$ cat config.mk
export PLATFORM = sky130hd
export DESIGN_NAME = pllco_top
export DESIGN_NICKNAME = d
export VERILOG_FILES = /design/src/rtl/pllco_pkg.sv /design/src/rtl/pllco_top.sv
export SDC_FILE = /design/constraint.sdc
export NUM_CORES = 1
export LEC_CHECK = 0
export BUFFER_PORTS_ARGS = -buffer_cell sky130_fd_sc_hd__buf_2
export CORE_UTILIZATION = 48
export CTS_CLUSTER_SIZE = 40
export DETAILED_ROUTE_END_ITERATION = 10
export PLACE_DENSITY = 0.77
export SYNTH_ARGS = -nofsm -noshare
export SYNTH_HDL_FRONTEND = slang
export SYNTH_SLANG_ARGS = --single-unit
export TNS_END_PERCENT = 5
$ cat constraint.sdc
create_clock -name clk -period 2 [get_ports clk]
set_clock_uncertainty 0.05 [all_clocks]
set_input_delay 0.4 -clock clk [delete_from_list [all_inputs] [get_ports clk]]
set_output_delay 0.4 -clock clk [all_outputs]
set_load 0.01 [all_outputs]
$ cat src/rtl/pllco_pkg.sv
package pllco_pkg;

    // ============================================================
    // Register port geometry
    localparam int unsigned ADDR_W = 16;
    localparam int unsigned DATA_W = 8;

    // ============================================================
    // Register offsets
    localparam logic [15:0] ADDR_DEN_HI   = 16'h0001;
    localparam logic [15:0] ADDR_DEN_LO   = 16'h0002;
    localparam logic [15:0] ADDR_NUM_HI   = 16'h0003;
    localparam logic [15:0] ADDR_NUM_LO   = 16'h0004;
    localparam logic [15:0] ADDR_MDT      = 16'h0005;
    localparam logic [15:0] ADDR_LOCK     = 16'h0006;
    localparam logic [15:0] ADDR_CLK_SEL  = 16'h0007;
    localparam logic [15:0] ADDR_REG_CTL  = 16'h0008;

    // ============================================================
    // Field positions
    localparam int unsigned MULT_MSB   = 6;
    localparam int unsigned MULT_LSB   = 3;
    localparam int unsigned PDIV_MSB   = 2;
    localparam int unsigned PDIV_LSB   = 1;
    localparam int unsigned TYPE_BIT   = 0;
    localparam int unsigned LOCK_BIT   = 0;
    localparam int unsigned PWRDN_BIT  = 2;

    // ============================================================
    // Reset values and codes
    localparam logic [7:0] RST_BYTE    = 8'h00;
    localparam logic [2:0] RST_CLK_SEL = 3'h0;
    localparam logic [2:0] RST_REG_CTL = 3'h0;
    localparam logic [3:0] MULT_MIN    = 4'h2;
    localparam logic [3:0] MULT_MAX    = 4'h8;
    localparam logic [2:0] FREQ_X2     = 3'h0;
    localparam logic [2:0] FREQ_X1     = 3'h1;
    localparam logic [2:0] FREQ_DIV2   = 3'h2;
    localparam logic [2:0] FREQ_DIV4   = 3'h3;
    localparam logic [2:0] FREQ_DIV8   = 3'h4;
    localparam logic [2:0] FREQ_OFF    = 3'h7;

    // ============================================================
    // Carriers
    typedef struct packed {
        logic        wr;
        logic        rd;
        logic [15:0] addr;
        logic [7:0]  wdata;
    } pllco_req_s;

    typedef struct packed {
        logic [15:0] den;
        logic [15:0] num;
        logic [3:0]  mult;
        logic        mult_valid;
        logic [2:0]  pre_div;
        logic        fractional;
    } pllco_cfg_s;

endpackage

$ cat src/rtl/pllco_top.sv
`timescale 1ns/1ps
`default_nettype none

module pllco_top
    import pllco_pkg::*;
(
    input  wire logic              clk,
    input  wire logic              rstn,
    input  wire logic              ce,
    input  wire pllco_pkg::pllco_req_s reg_req,
    output var  logic [7:0]        rdata,
    output var  logic              rvalid,
    input  wire logic              synth_locked_in,
    input  wire logic              main_clock_enable,
    input  wire logic              pin_clock_mode,
    input  wire logic [1:0]        density_output_control,
    input  wire logic              twice_master_clk,
    output var  pllco_pkg::pllco_cfg_s synth_cfg,
    output var  logic              clock_output_pin,
    output var  logic              regulator_power_down,
    output var  logic [1:0]        regulator_voltage_select
);
    import pllco_pkg::*;

    // ============================================================
    // Reset release
    logic [1:0] rst_sync;
    logic       rst_n_int;

    always_ff @(posedge clk or negedge rstn) begin
        if (!rstn) begin
            rst_sync <= 2'b00;
        end else begin
            rst_sync <= {rst_sync[0], 1'b1};
        end
    end
    assign rst_n_int = rst_sync[1];

    // ============================================================
    // Functions
    function automatic logic write_ok(input logic [15:0] a, input logic core_en);
        // Synth registers stay writable so setup can precede clock enable
        write_ok = ((a >= ADDR_DEN_HI) && (a <= ADDR_LOCK)) || core_en;
    endfunction

    function automatic logic [2:0] pre_div_of(input logic [1:0] code);
        pre_div_of = {1'b0, code} + 3'h1;
    endfunction

    function automatic logic mult_ok(input logic [3:0] code);
        mult_ok = (code >= MULT_MIN) && (code <= MULT_MAX);
    endfunction

    // ============================================================
    // Register file
    logic [7:0] den_hi, den_lo, num_hi, num_lo, mdt;
    logic [7:0] next_den_hi, next_den_lo, next_num_hi, next_num_lo, next_mdt;
    logic [2:0] clk_sel, next_clk_sel;
    logic [2:0] reg_ctl, next_reg_ctl;
    logic       lock, next_lock;
    logic [7:0] next_rdata;
    logic       next_rvalid;
    pllco_cfg_s next_cfg;
    logic       wr_en;
    logic [3:0] mult_code;

    always_comb begin
        next_den_hi  = den_hi;
        next_den_lo  = den_lo;
        next_num_hi  = num_hi;
        next_num_lo  = num_lo;
        next_mdt     = mdt;
        next_clk_sel = clk_sel;
        next_reg_ctl = reg_ctl;
        next_lock    = synth_locked_in;
        wr_en        = reg_req.wr && write_ok(reg_req.addr, main_clock_enable);
        if (wr_en) begin
            unique case (reg_req.addr)
                ADDR_DEN_HI:  next_den_hi  = reg_req.wdata;
                ADDR_DEN_LO:  next_den_lo  = reg_req.wdata;
                ADDR_NUM_HI:  next_num_hi  = reg_req.wdata;
                ADDR_NUM_LO:  next_num_lo  = reg_req.wdata;
                ADDR_MDT:     next_mdt     = reg_req.wdata;
                ADDR_CLK_SEL: next_clk_sel = reg_req.wdata[2:0];
                ADDR_REG_CTL: next_reg_ctl = reg_req.wdata[2:0];
                default:      next_mdt     = mdt;
            endcase
        end
        next_rvalid = reg_req.rd;
        next_rdata  = rdata;
        if (reg_req.rd) begin
            unique case (reg_req.addr)
                ADDR_DEN_HI:  next_rdata = den_hi;
                ADDR_DEN_LO:  next_rdata = den_lo;
                ADDR_NUM_HI:  next_rdata = num_hi;
                ADDR_NUM_LO:  next_rdata = num_lo;
                ADDR_MDT:     next_rdata = {1'b0, mdt[6:0]};
                ADDR_LOCK:    next_rdata = {7'h00, lock};
                ADDR_CLK_SEL: next_rdata = {5'h00, clk_sel};
                ADDR_REG_CTL: next_rdata = {5'h00, reg_ctl};
                default:      next_rdata = 8'h00;
            endcase
        end
        // Settings handed to the synthesizer: ratio is mult + num/den
        mult_code           = next_mdt[MULT_MSB:MULT_LSB];
        next_cfg.den        = {next_den_hi, next_den_lo};
        next_cfg.num        = {next_num_hi, next_num_lo};
        next_cfg.mult_valid = mult_ok(mult_code);
        next_cfg.mult       = mult_ok(mult_code) ? mult_code : 4'h0;
        next_cfg.pre_div    = pre_div_of(next_mdt[PDIV_MSB:PDIV_LSB]);
        next_cfg.fractional = next_mdt[TYPE_BIT];
    end

    always_ff @(posedge clk or negedge rst_n_int) begin
        if (!rst_n_int) begin
            den_hi                   <= RST_BYTE;
            den_lo                   <= RST_BYTE;
            num_hi                   <= RST_BYTE;
            num_lo                   <= RST_BYTE;
            mdt                      <= RST_BYTE;
            clk_sel                  <= RST_CLK_SEL;
            reg_ctl                  <= RST_REG_CTL;
            lock                     <= 1'b0;
            rdata                    <= 8'h00;
            rvalid                   <= 1'b0;
            synth_cfg                <= '0;
            regulator_power_down     <= 1'b0;
            regulator_voltage_select <= 2'b00;
        end else if (ce) begin
            den_hi                   <= next_den_hi;
            den_lo                   <= next_den_lo;
            num_hi                   <= next_num_hi;
            num_lo                   <= next_num_lo;
            mdt                      <= next_mdt;
            clk_sel                  <= next_clk_sel;
            reg_ctl                  <= next_reg_ctl;
            lock                     <= next_lock;
            rdata                    <= next_rdata;
            rvalid                   <= next_rvalid;
            synth_cfg                <= next_cfg;
            regulator_power_down     <= next_reg_ctl[PWRDN_BIT];
            regulator_voltage_select <= next_reg_ctl[1:0];
        end
    end

    // ============================================================
    // Clock output
    // Divided rates come from edges of the doubled master clock;
    // the 200 MHz sampling limits edge jitter to one period
    logic [3:0] div_cnt, next_div_cnt;
    logic       x2_q, next_x2_q;
    logic       next_clk_out;
    logic       sel_level;
    logic       density_on;
    logic       pin_gate;

    always_comb begin
        next_x2_q    = twice_master_clk;
        next_div_cnt = (twice_master_clk && !x2_q) ? div_cnt + 4'h1 : div_cnt;
        unique case (clk_sel)
            FREQ_X2:   sel_level = x2_q;
            FREQ_X1:   sel_level = div_cnt[0];
            FREQ_DIV2: sel_level = div_cnt[1];
            FREQ_DIV4: sel_level = div_cnt[2];
            FREQ_DIV8: sel_level = div_cnt[3];
            default:   sel_level = 1'b0;
        endcase
        density_on   = |density_output_control;
        pin_gate     = pin_clock_mode &&
                       !(density_on && (clk_sel <= FREQ_X1));
        next_clk_out = pin_gate && sel_level;
    end

    always_ff @(posedge clk or negedge rst_n_int) begin
        if (!rst_n_int) begin
            div_cnt          <= 4'h0;
            x2_q             <= 1'b0;
            clock_output_pin <= 1'b0;
        end else if (ce) begin
            div_cnt          <= next_div_cnt;
            x2_q             <= next_x2_q;
            clock_output_pin <= next_clk_out;
        end
    end

    // ============================================================
    // Checks
    logic [7:0] req_wdata;
    assign req_wdata = reg_req.wdata;
endmodule

`default_nettype wire

Yosys cells after proc, flatten, opt, wreduce, memory -nomap -nowiden
Cells that the tools add are included.
{"block": "word_totals", "regBits": 107, "wordCells": 71, "input_bits": 35}
{"block": "classes", "add_sub_neg": 2, "eq_ne": 12, "mux": 15, "order_cmp": 5, "n_reduce_logical": 15}
{"operator": "16-bit by 3-bit equality test with 1-bit output (second input constant)", "count": 4}
{"operator": "8-bit 2-to-1 mux", "count": 8}
{"operator": "8-bit case mux with 8 select lines", "count": 1}
{"operator": "16-bit by 2-bit equality test with 1-bit output (second input constant)", "count": 2}
{"operator": "16-bit by 1-bit equality test with 1-bit output (second input constant)", "count": 1}
{"operator": "16-bit by 4-bit equality test with 1-bit output (second input constant)", "count": 1}
{"operator": "16-bit by 1-bit greater-or-equal comparator with 1-bit output (second input constant)", "count": 1}
{"operator": "16-bit by 3-bit <= comparator with 1-bit output (second input constant)", "count": 1}
{"operator": "7-bit 2-to-1 mux", "count": 2}
{"operator": "1-bit logical AND", "count": 7}
{"operator": "3-bit by 2-bit equality test with 1-bit output (second input constant)", "count": 2}
{"operator": "3-bit 2-to-1 mux", "count": 2}
{"operator": "1-bit case mux with 5 select lines", "count": 1}
{"operator": "4-bit by 1-bit adder with 4-bit output (second input constant)", "count": 1}
{"operator": "4-bit by 2-bit greater-or-equal comparator with 1-bit output (second input constant)", "count": 1}
{"operator": "4-bit <= comparator (second input constant)", "count": 1}
{"operator": "4-bit 2-to-1 mux", "count": 1}
{"operator": "2-bit AND reduction", "count": 2}
{"operator": "2-bit by 1-bit adder with 3-bit output (second input constant)", "count": 1}
{"operator": "3-bit by 1-bit equality test with 1-bit output (second input constant)", "count": 1}
{"operator": "3-bit equality test (second input constant)", "count": 1}
{"operator": "3-bit by 1-bit <= comparator with 1-bit output (second input constant)", "count": 1}
{"operator": "3-bit logical NOT", "count": 1}
{"operator": "3-bit AND reduction", "count": 1}
{"operator": "3 further kinds", "count": 4}

Logic depth before layout (Yosys ltp)
Gate-level depths: netlist (run 1).
{"block": "logic_depth", "word_depth": 8, "mapped_depth": 7, "mapped_depth_nobuf": 6}

Worst setup path after synthesis (run 1)
OpenSTA, ideal clock, no wires.
{"block": "synth_timing", "kind": "in2reg", "start": "input port reg_req[20] (netlist bit)", "end": "register synth_cfg[2] (netlist bit)", "cell_stages": 7, "path_slack_ps": -126, "required_ps": 1825, "arrival_ps": 1952, "path_cell_list": "nor4_1 > and3_1 > buf_4 > nand2_4 > mux2_2 > ha_1 > mux2_2"}
{"item": "start, declared", "line": "pllco_top.sv:10", "text": "input wire pllco_pkg::pllco_req_s reg_req,"}
{"item": "end signal, assigned", "line": "pllco_top.sv:140", "text": "synth_cfg <= next_cfg;"}
{"item": "end, declared", "line": "pllco_top.sv:18", "text": "output var pllco_pkg::pllco_cfg_s synth_cfg,"}

Worst setup path in the final report (run 1)
{"block": "layout_timing", "start": "input port reg_req[13] (netlist bit)", "end": "register synth_cfg[16] (netlist bit)"}
{"block": "layout_between", "elab_chain_cells": 5, "elab_cells_between_ends": 8, "classes_between": "order compare (2); eq/ne (1); mux (2); reduce/logical (3)"}
{"item": "16-bit by 1-bit greater-or-equal comparator with 1-bit output or 16-bit by 3-bit <= comparator with 1-bit output (tied branches)", "line": "pllco_top.sv:43", "text": "write_ok = ((a >= ADDR_DEN_HI) && (a <= ADDR_LOCK)) || core_en;"}
{"item": "1-bit logical AND", "line": "pllco_top.sv:43"}
{"item": "1-bit logical OR", "line": "pllco_top.sv:43"}
{"item": "1-bit logical AND", "line": "pllco_top.sv:76", "text": "wr_en = reg_req.wr && write_ok(reg_req.addr, main_clock_enable);"}
{"item": "8-bit 2-to-1 mux (*)", "line": "pllco_top.sv:77", "text": "if (wr_en) begin"}
Mark *: on every way between the ends. The rest lies on a longest branch, timed or not.
A chain may end at the register's enable or synchronous reset.

==> results of run 1 <==
==> Yosys cell counts, drive strengths merged, types with 2 or more instances <==
cell     n  share of area [%]
a21oi    8                1.2
and3b    3               0.76
nand3    3               0.44
o31ai    3                1.1
nor4b    4                1.6
a31o     2               0.51
nor3b    2               0.76
ha       2               0.73
buf      9                1.6
a22oi   12                2.6
nor4     4               0.73
nand2    9                1.2
a311o    2               0.58
a22o     7                1.8
inv      4               0.44
mux2    61                 20
nand3b   2               0.44
nor2b    8                1.5
o21ai    4               0.58
dfrtp   71                 52
mux2i    3               0.87
and3     6                1.2
clkbuf   4               0.44
nand4    6                2.1
xnor2    3               0.76
nor2    12                1.5
==> critical path: stages <==
cell,delay [ns]
buf_2,0.10
nor4_2,0.35
and3_2,0.30
buf_4,0.17
nand4_4,0.12
nor2_4,0.30
mux2_2,0.38
==> metrics by stage <==
step / std cells / TNS (ns)
detailed placement: 471 / -10.35
finish: 488 / 0
global placement: 471 / -5.450
global route: 488 / 0
CTS: 488 / 0
floorplan: 269 / -0.1562
==> timing repair <==
item	4_1_cts	5_1_grt
setup endpoints to repair	0	11
resized for setup	0	4
hold buffers	1	0
endpoints found under the hold margin	2	0
==> logic make-up (layout without fill, tap and decap cells) <==
| group | after synthesis | count (layout) |
|---|---|---|
| flops | 71 | 71 |
| xor+xnor | 4 | 4 |
| simple gates | 63 | 63 |
| fa+ha+maj | 2 | 2 |
| mux | 64 | 64 |
| buf+inv | 17 | 140 |
| compound gates | 47 | 47 |
| other cells | 1 | 1 |
==> registers in the layout, summed over array words and instances, names as in the netlist <==
signal	flops
clk_sel	3
synth_cfg	40
regulator_power_down	1
rvalid	1
lock	1
regulator_voltage_select	1
rdata	8
mdt	7
reg_ctl	1
clock_output_pin	1
div_cnt	4
x2_q	1
rst_sync	2
==> final cells by class <==
class | count | area [µm²]
clock buffers | 11 | 141.4
well taps | 96 | 120.1
flip-flops and latches | 71 | 1778
inverters | 4 | 15.01
clock inverters | 5 | 81.33
multi-input cells | 181 | 1609
fillers | 543 | 2429
repair buffers | 120 | 695.7
==> power by group <==
part / switching, mW / total (mW) / internal [mW]
registers: 0.0439 / 1.53 / 1.49
clock network: 0.530 / 1.27 / 0.737
logic: 0.145 / 0.270 / 0.125
total: 0.719 / 3.07 / 2.35
==> worst paths after layout <==
check	startpoint	endpoint	slack, ns	cells past startpoint
max in group asynchronous	rst_sync[1]	reg_ctl[1]	1.38	1
min reg2reg	rst_sync[1]	x2_q	0.23	1
max	reg_req[13]	synth_cfg[16]	0.05	7
min in group clk	pin_clock_mode	clock_output_pin	0.24	2
min	rst_sync[1]	x2_q	0.23	1
max reg2reg	clk_sel[0]	clock_output_pin	0.54	4
==> layer usage <==
| metal | track usage [%] | routed length (µm) | up-vias |
|---|---|---|---|
| met4 | 9.394 | 118 | 0 |
| met5 | 0 | 0 | - |
| met3 | 4.381 | 316 | 11 |
| met1 | 31.47 | 3846 | 1342 |
| met2 | 39.68 | 4130 | 77 |
| li1 | - | - | 1252 |
==> summary.md, run 1 <==
| Metric | Value |
|---|---|
| Status | `finished, final reports clean` |
| Setup Buffers After CTS | `0` |
| DRC Markers | `0` |
| Critical Path Start Type | `input pin` |
| Post-place setup slack | `-0.3243 ns` |
| Top FF cell, synth | `dfrtp_1` |
| Post-Synth Simple-Gate Area | `12.91%` |
| Post-Syn Instances | `269` |
| Mapped cell area | `3450 µm²` |
| Mapped Avg Cell Area | `12.82 µm²` |
| Clock root buffer | `clkbuf_8` |
| Worst hold path class | `register to async pin` |
| Gr usage total | `24.01%` |
| Final setup margin | `0.04665 ns` |
| Post-synth cell types | `53` |
| Final setup fails | `0` |
| Initial antenna violation count | `0` |
| Largest net degree at the start of global routing | `70` |
| Via count | `2682` |
| Layout cells sized above 1 | `54.08%` |
| Final ANT Viol Nets | `0` |
| Wirelength, routed | `8.412 mm` |
| Commonest non-fill, non-tap cell in the layout | `buf_2` |
| Clk buf depth | `2` |
| Crit-path max FO | `8` |
| Maximum capacitance violations | `0` |
| Worst setup EP type | `register` |
| H-Tree Depth | `3` |
| Core area | `6869 µm²` |
| First drt pass iteration count | `4` |
| Critical path arrival | `2.12 ns` |
| Combinational family with the most area after synthesis | `multiplexers` |
| Vias per Instance | `5.496` |
| Ant. Diodes | `0` |
| Final RePlAce weighted congestion | `0.8586` |
| # clock sinks | `71` |
| Fin crit period | `1.953 ns` |
| Register bit count reported by yosys | `71` |
| Syn. warnings | `0` |
| CTS tree | `built` |
| Hold slack | `0.2308 ns` |
| Num CTS Buffers | `9` |
| Worst-path clk slew | `0.08 ns` |
| Fmax | `511.9 MHz` |
| Die W | `86.78 µm` |
| GRT overflow | `0` |
| Fin util | `64.64%` |
| DR iter-0 viols | `142` |
| Pins Over Slew Limit | `0` |
| Sequential area share after synthesis | `51.51%` |
| Synth async-reset ratio | `100.0%` |
| Mux cell area share after synthesis | `20.78%` |
| Total power | `3.068 mW` |
| Max VDD drop | `0.5197 mV` |
| Row count | `30` |
| Adder-cell share of the synthesized area | `0.7254%` |
| Area growth syn-to-layout | `28.73%` |
| Synth Area in XOR/XNOR | `1.016%` |
| Final Cycle Share | `97.67%` |
| PortBufs | `88` |
| RSZ-0062 raised after global routing | `no` |
| Fin area | `4441 µm²` |
| First-pass GRT wire length | `13.59 mm` |
| Most frequent cells in the layout | `88 x buf_2, 70 x dfrtp_1, 61 x mux2_2` |
| Vias in the first global route | `2684` |
| Die H | `86.78 µm` |
| Post-detail-place hpwl | `6.168 mm` |
| Critical Path RT | `2.17 ns` |
| Die area | `7530 µm²` |
| Routed len/inst | `17.24 µm` |
| Nets | `424` |
| Post-Syn Nets | `306` |
| Post-synth EDFFs | `0` |
| Leakage | `2.317 nW` |
| P per Cell Area | `690.8 nW/µm²` |
| Final Hold Fails | `0` |
| Io pins | `89` |
| Compound-Gate Fraction of Synth Area | `10.52%` |
| Initial Utilization | `50.22%` |
| CP Class | `input pin to register` |
| DP Area | `4188 µm²` |
| Clock insertion delay at the later pin of the skew report | `0.34 ns` |
Note: power is estimated with default switching activity, not from simulation.
==> run 2, diff against run 1 <==
--- a/config.mk
+++ b/config.mk
@@ -5,9 +5,10 @@
 export SDC_FILE = /design/constraint.sdc
 export NUM_CORES = 1
 export LEC_CHECK = 0
+export ABC_AREA = 1
 export BUFFER_PORTS_ARGS = -buffer_cell sky130_fd_sc_hd__buf_2
 export CORE_UTILIZATION = 48
-export CTS_CLUSTER_SIZE = 40
+export CTS_CLUSTER_SIZE = 25
 export DETAILED_ROUTE_END_ITERATION = 10
 export PLACE_DENSITY = 0.77
 export SYNTH_ARGS = -nofsm -noshare
==> summary.md, run 2 <==
| Metric | Value |
|---|---|
| DR iter-0 viols | `144 (+1.4%)` |
| Register bit count reported by yosys | `71 (unchanged)` |
| Via count | `3356 (+25%)` |
| Crit. Startpoint | `reg_req[20]` |
| Worst Hold Endpoint | `lock` |
| Synth top area share | `51.39% (-0.11 points)` |
| Max VDD drop | `0.7496 mV (+44%)` |
| Largest net degree at the start of global routing | `70 (unchanged)` |
| Leakage | `2.472 nW (+6.7%)` |
| Commonest non-fill, non-tap cell in the layout | `nand2_1` |
| R2r startpoint | `mdt[1]` |
| Clk buf depth | `2 (unchanged)` |
| Post-place setup slack | `-0.1362 ns (+0.1881 ns)` |
| Gr usage total | `26.05% (+2.0 points)` |
| Synth async-reset ratio | `100.0% (unchanged)` |
| Pins Over Slew Limit | `0 (unchanged)` |
| Num CTS Buffers | `9 (unchanged)` |
| Core area | `6869 µm² (unchanged)` |
| Yosys top cell by area | `dfrtp_1` |
| Crit-path max FO | `13 (+5)` |
| Die H | `86.87 µm (+0.10%)` |
| H-Tree Depth | `3 (unchanged)` |
| Fin area | `4417 µm² (-0.54%)` |
| Fin util | `64.30% (-0.35 points)` |
| RSZ-0062 raised after global routing | `no` |
| Vias per Instance | `5.171 (-5.9%)` |
| R2R cell count | `5 (+1)` |
| Clock root buffer | `clkbuf_8` |
| Largest Register | `synth_cfg` |
| Post-synth EDFFs | `0 (unchanged)` |
| Hold path depth | `3` |
| Mapped Avg Cell Area | `7.984 µm² (-38%)` |
| CP Class | `input pin to register` |
| Post-Syn Nets | `470 (+54%)` |
| Clock insertion delay at the later pin of the skew report | `0.37 ns (+0.03 ns)` |
| # clock sinks | `71 (unchanged)` |
| Final setup fails | `0 (unchanged)` |
| Nets | `585 (+38%)` |
| PortBufs | `88 (unchanged)` |
| Die W | `86.87 µm (+0.10%)` |
| Initial antenna violation count | `0 (unchanged)` |
| Io pins | `89 (unchanged)` |
| Area growth syn-to-layout | `27.76%` |
| Syn. warnings | `0 (unchanged)` |
| CTS tree | `built` |
| First-pass GRT wire length | `14.72 mm (+8.3%)` |
| Final ANT Viol Nets | `0 (unchanged)` |
| Vias in the first global route | `3177 (+18%)` |
| Total power | `3.361 mW (+9.6%)` |
| DRC Markers | `0 (unchanged)` |
| Final Cycle Share | `86.87% (-11 points)` |
| DP Area | `4159 µm² (-0.69%)` |
| Most frequent cells in the layout | `160 x nand2_1, 88 x buf_2, 70 x dfrtp_1` |
| Post-synth cell types | `37 (-30%)` |
| Max reg flops | `40 (unchanged)` |
| Maximum capacitance violations | `0 (unchanged)` |
| Final RePlAce weighted congestion | `0.9196 (+7.1%)` |
| Post-detail-place hpwl | `6.740 mm (+9.3%)` |
| GRT overflow | `0 (unchanged)` |
| Layout cells sized above 1 | `26.58% (-27 points)` |
| Fmax | `575.6 MHz (+12%)` |
| Mapped cell area | `3457 µm² (+0.22%)` |
| Fill count | `637 (+17%)` |
| Critical path arrival | `1.99 ns (-0.13 ns)` |
| Top area cells in the synthesized netlist | `dfrtp_1 51%, nand2_1 17%, o21ai_0 4.6%` |
| Hold slack | `0.1888 ns (-0.04199 ns)` |
| Final Hold Fails | `0 (unchanged)` |
| Post-Syn Instances | `433 (+61%)` |
| Ant. Diodes | `0 (unchanged)` |
| Top FF cell, synth | `dfrtp_1` |
| Status | `finished, final reports clean` |
| Top-count cell post-synth | `nand2_1` |
| Worst hold path class | `input pin to register` |
| Initial Utilization | `50.33% (+0.11 points)` |
| Hold Path Origin | `synth_locked_in` |
| Sequential area share after synthesis | `51.39% (-0.11 points)` |
| Critical Path Start Type | `input pin` |
| Wirelength, routed | `9.113 mm (+8.3%)` |
| Critical Path RT | `2.26 ns (+0.09 ns)` |
| P per Cell Area | `761.0 nW/µm² (+10%)` |
| FF-to-FF End | `synth_cfg[2]` |
| Worst setup EP type | `register` |
| Largest regs | `synth_cfg (40), rdata (8), mdt (7)` |
| R2R setup slack | `0.75 ns (+0.21 ns)` |
| Routed len/inst | `14.04 µm (-19%)` |
| Die area | `7546 µm² (+0.21%)` |
| Row count | `30 (unchanged)` |
| Final setup margin | `0.2626 ns (+0.2159 ns)` |
| Synth top cells by count | `160 x nand2_1, 71 x dfrtp_1, 38 x inv_1` |
| First drt pass iteration count | `4 (unchanged)` |
| Worst-path clk slew | `0.08 ns (about the same)` |
| Fin crit period | `1.737 ns (-0.2159 ns)` |
run 2: cell types whose count changed in the layout (fill, tap and decap cells not counted), sizes merged, moves of 8 or more:
cell,before,now
nand3,3,19
nand2,9,165
nor2,12,35
a22oi,12,0
buf,119,111
mux2,61,1
o21ai,4,57
inv,4,40
nor2b,8,0
run 2: through the flow:
stage	cells	setup TNS, ns
after floorplan	433	0
after global placement	632	-0.2755
after detailed placement	632	-2.690
after CTS	649	0
after global routing	649	0
final	649	0
run 2: kinds of logic (layout without fill, tap and decap cells):
group	after synthesis	after routing	share of synthesized area, %
other cells	1	1	0.1085
buf+inv	50	170	5.899
compound gates	68	68	10.57
mux	1	1	0.3257
fa+ha+maj	2	2	0.7237
simple gates	237	237	30.22
flops	71	71	51.39
xor+xnor	3	3	0.7602
run 2: final cells by class:
type / count / area, µm² / area share (%)
sequential: 71 / 1778 / 40.26
multi-input combinational: 312 / 1479 / 33.48
clock buffer: 9 / 123.9 / 2.805
tap: 96 / 120.1 / 2.720
clock inverter: 7 / 121.4 / 2.748
timing repair buffer: 112 / 635.6 / 14.39
inverter: 42 / 158.9 / 3.598
run 2: worst max path at each step:
stage                              end  depth (start not counted)
after floorplan           synth_cfg[2]                         13
after global placement    synth_cfg[2]                         14
after detailed placement  synth_cfg[2]                         14
after CTS                 synth_cfg[2]                         14
after global routing      synth_cfg[2]                         14
final                         rdata[0]                         14
run 2: metal layers:
layer / track usage (%) / up-vias / wire [µm]
li1: - / 1621 / -
met2: 43.31 / 117 / 4432
met4: 12.58 / 0 / 234
met5: 0 / - / 0
met1: 32.36 / 1595 / 3888
met3: 5.592 / 23 / 557
run 2: worst max-delay path, cell delays in order:
cell and delay, ns:
buf_2 0.10, nor2_1 0.14, nand2_1 0.08, nor2_2 0.20
buf_4 0.24, inv_1 0.08, nor4_2 0.15, buf_4 0.20
nand2_1 0.06, nand2_1 0.05, nor2_1 0.06, nand2_1 0.11
nand2_1 0.06, nand2_1 0.06
run 2: report_power, final:
| group | total (mW) | internal (mW) | switching [mW] | leakage (nW) |
|---|---|---|---|---|
| clock network | 1.42 | 0.832 | 0.588 | 0.123 |
| registers | 1.58 | 1.52 | 0.0583 | 0.958 |
| logic | 0.364 | 0.143 | 0.221 | 1.39 |
| total | 3.36 | 2.49 | 0.868 | 2.47 |
run 2: what timing repair did:
item,CTS,global route
gates resized for setup,0,1
endpoints found under the setup margin,0,1
endpoints found under the hold margin,2,0
hold buffers,1,0
setup buffers,0,0
==> run 3, diff against run 2 <==
--- a/config.mk
+++ b/config.mk
@@ -7,10 +7,10 @@
 export LEC_CHECK = 0
 export ABC_AREA = 1
 export BUFFER_PORTS_ARGS = -buffer_cell sky130_fd_sc_hd__buf_2
-export CORE_UTILIZATION = 48
+export CORE_UTILIZATION = 40
 export CTS_CLUSTER_SIZE = 25
 export DETAILED_ROUTE_END_ITERATION = 10
-export PLACE_DENSITY = 0.77
+export PLACE_DENSITY = 0.67
 export SYNTH_ARGS = -nofsm -noshare
 export SYNTH_HDL_FRONTEND = slang
 export SYNTH_SLANG_ARGS = --single-unit
==> summary.md, run 3 (synthesis gave the netlist of run 2 again) <==
| Metric | Value |
|---|---|
| Status | `finished, final reports clean` |
| Fmax | `570.8 MHz (-0.83%)` |
| DP Area | `4208 µm² (+1.2%)` |
| # clock sinks | `71 (unchanged)` |
| First drt pass iteration count | `5 (+1)` |
| Via count | `3296 (-1.8%)` |
| Sw power | `0.9012 mW (+3.9%)` |
| Wirelength, routed | `9.365 mm (+2.8%)` |
| Area growth syn-to-layout | `28.59%` |
| Worst hold path class | `register to async pin` |
| Critical Path RT | `2.20 ns (-0.06 ns)` |
| Final RePlAce weighted congestion | `0.9094 (-1.1%)` |
| DRC Markers | `0 (unchanged)` |
| PortBufs | `88 (unchanged)` |
| Routed len/inst | `14.13 µm (+0.60%)` |
| Num CTS Buffers | `9 (unchanged)` |
| Most frequent cells in the layout | `160 x nand2_1, 88 x buf_2, 70 x dfrtp_1` |
| Nets | `590 (+0.85%)` |
| Final Cycle Share | `87.59% (+0.72 points)` |
| Die area | `9018 µm² (+20%)` |
| Row count | `33 (+10%)` |
| Int Pwr | `2.379 mW (-4.6%)` |
| Vias per Instance | `4.971 (-3.9%)` |
| Post-CTS Hold Buffers | `1 (unchanged)` |
| Worst-path cell chain | `buf_2 > nor2_1 > nand2_1 > nor2_1 > nand3_1 > nand2_2 > nand3_1 > inv_1 > nand2_1 > o21ai_0 > inv_1 > ha_1 > nand2_1 > nand2_1` |
| DR iter-0 viols | `177 (+23%)` |
| Maximum capacitance violations | `0 (unchanged)` |
| Commonest non-fill, non-tap cell in the layout | `nand2_1` |
| Crit-path most repeated cell | `nand2_1` |
| Critical Path Start Type | `input pin` |
| Logic pwr share | `10.9% (about the same)` |
| CTS tree | `built` |
| Clock power share | `40.8% (-1.4 points)` |
| Final setup margin | `0.2481 ns (-0.01447 ns)` |
| Clk buf depth | `2 (unchanged)` |
| P per Cell Area | `737.8 nW/µm² (-3.1%)` |
| Max incr delay on CP | `0.29 ns (+0.05 ns)` |
| Largest regs | `synth_cfg (40), rdata (8), mdt (7)` |
| Pins Over Slew Limit | `0 (unchanged)` |
| Gr usage total | `22.16% (-3.9 points)` |
| Fin area | `4446 µm² (+0.65%)` |
| Final setup fails | `0 (unchanged)` |
| Largest Register | `synth_cfg` |
| Clock root buffer | `clkbuf_8` |
| Final ANT Viol Nets | `0 (unchanged)` |
| Post-place setup slack | `-0.1040 ns (+0.03222 ns)` |
| Setup TNS Final | `0 ns (unchanged)` |
| H-Tree Depth | `3 (unchanged)` |
| First-pass GRT wire length | `14.94 mm (+1.5%)` |
| CTS resizes | `0 (unchanged)` |
| Vias in the first global route | `3096 (-2.5%)` |
| R2R cell count | `5 (unchanged)` |
| Die W | `94.97 µm (+9.3%)` |
| Max VDD drop | `0.4299 mV (-43%)` |
| Switching share of power | `27.48% (+1.7 points)` |
| Leakage | `2.483 nW (+0.45%)` |
| Ant. Diodes | `0 (unchanged)` |
| Fin util | `53.57% (-11 points)` |
| Largest net degree at the start of global routing | `49 (-30%)` |
| Worst setup EP type | `register` |
| Post-detail-place hpwl | `7.103 mm (+5.4%)` |
| Initial Utilization | `41.66% (-8.7 points)` |
| Die H | `94.97 µm (+9.3%)` |
| Initial antenna violation count | `0 (unchanged)` |
| Core area | `8299 µm² (+21%)` |
| Worst-path clk slew | `0.09 ns (about the same)` |
| Flop pwr share | `48.3% (+1.4 points)` |
| Clock insertion delay at the later pin of the skew report | `0.36 ns (about the same)` |
| Max stage delay cell, worst path | `ha_1` |
| Setup Buffers After CTS | `0 (unchanged)` |
| Io pins | `89 (unchanged)` |
| Crit-path max FO | `4 (-9)` |
| Layout cells sized above 1 | `27.06% (+0.48 points)` |
| Max reg flops | `40 (unchanged)` |
| Fin crit period | `1.752 ns (+0.01447 ns)` |
| GRT overflow | `0 (unchanged)` |
| RSZ-0062 raised after global routing | `no` |
| Critical path arrival | `1.96 ns (-0.03 ns)` |
| CP Class | `input pin to register` |
| Final Hold Fails | `0 (unchanged)` |
==> run 3: cell types whose count changed in the layout (fill, tap and decap cells not counted), sizes merged <==
cell	change
clkinv	-3
buf	+5
bufinv	-1
clkinvlp	+2
inv	+2
==> run 3: path summary, 6_finish.rpt <==
| check | start | endpoint | slack (ns) |
|---|---|---|---|
| max in group asynchronous | rst_sync[1] | synth_cfg[38] | 1.09 |
| worst min-delay path | rst_sync[1] | synth_cfg[23] | 0.18 |
| worst min register to register | rst_sync[1] | synth_cfg[23] | 0.18 |
| worst max register to register | mdt[1] | synth_cfg[2] | 0.73 |
| min in group clk | synth_locked_in | lock | 0.21 |
| worst max-delay path | reg_req[15] | synth_cfg[2] | 0.25 |
==> run 3: final cells by class <==
cell class	instances	area [µm²]
Multi-Input combinational cell	312	1476
Sequential cell	71	1778
Clock inverter	7	103.9
Clock buffer	9	123.9
Fill cell	840	3854
Tap cell	105	131.4
Inverter	42	158.9
Timing Repair Buffer	117	673.1
==> run 3: stage by stage <==
stage                     power (mW)  std cells  hold slack, ns
after floorplan                1.816        433         0.05441
after global placement         1.957        646          0.1356
after detailed placement       1.974        646          0.1384
after CTS                      3.296        663          0.1995
after global routing           3.407        663          0.2286
final                          3.280        663          0.1845
==> run 3: worst max-delay path, delay by kind of cell <==
family	cells	cell delay, ns
simple gates	9	0.92
fa+ha+maj	1	0.29
buf+inv	3	0.25
compound gates	1	0.10
==> run 3: power groups by stage <==
stage                     clock, mW  combinational, mW  sequential, mW
after floorplan                   0              0.192            1.62
after global placement            0              0.347            1.61
after detailed placement          0              0.360            1.61
after CTS                      1.35              0.363            1.59
after global routing           1.40              0.412            1.60
final                          1.34              0.358            1.58
==> run 3: per-layer routing <==
layer  track usage (%)  share of wire (%)  vias up
met5                 0                  0        -
met4             7.576                1.8        0
met3             4.267                6.4       19
met2             35.55                 46      120
met1             29.92                 46     1526
li1                  -                  -     1631
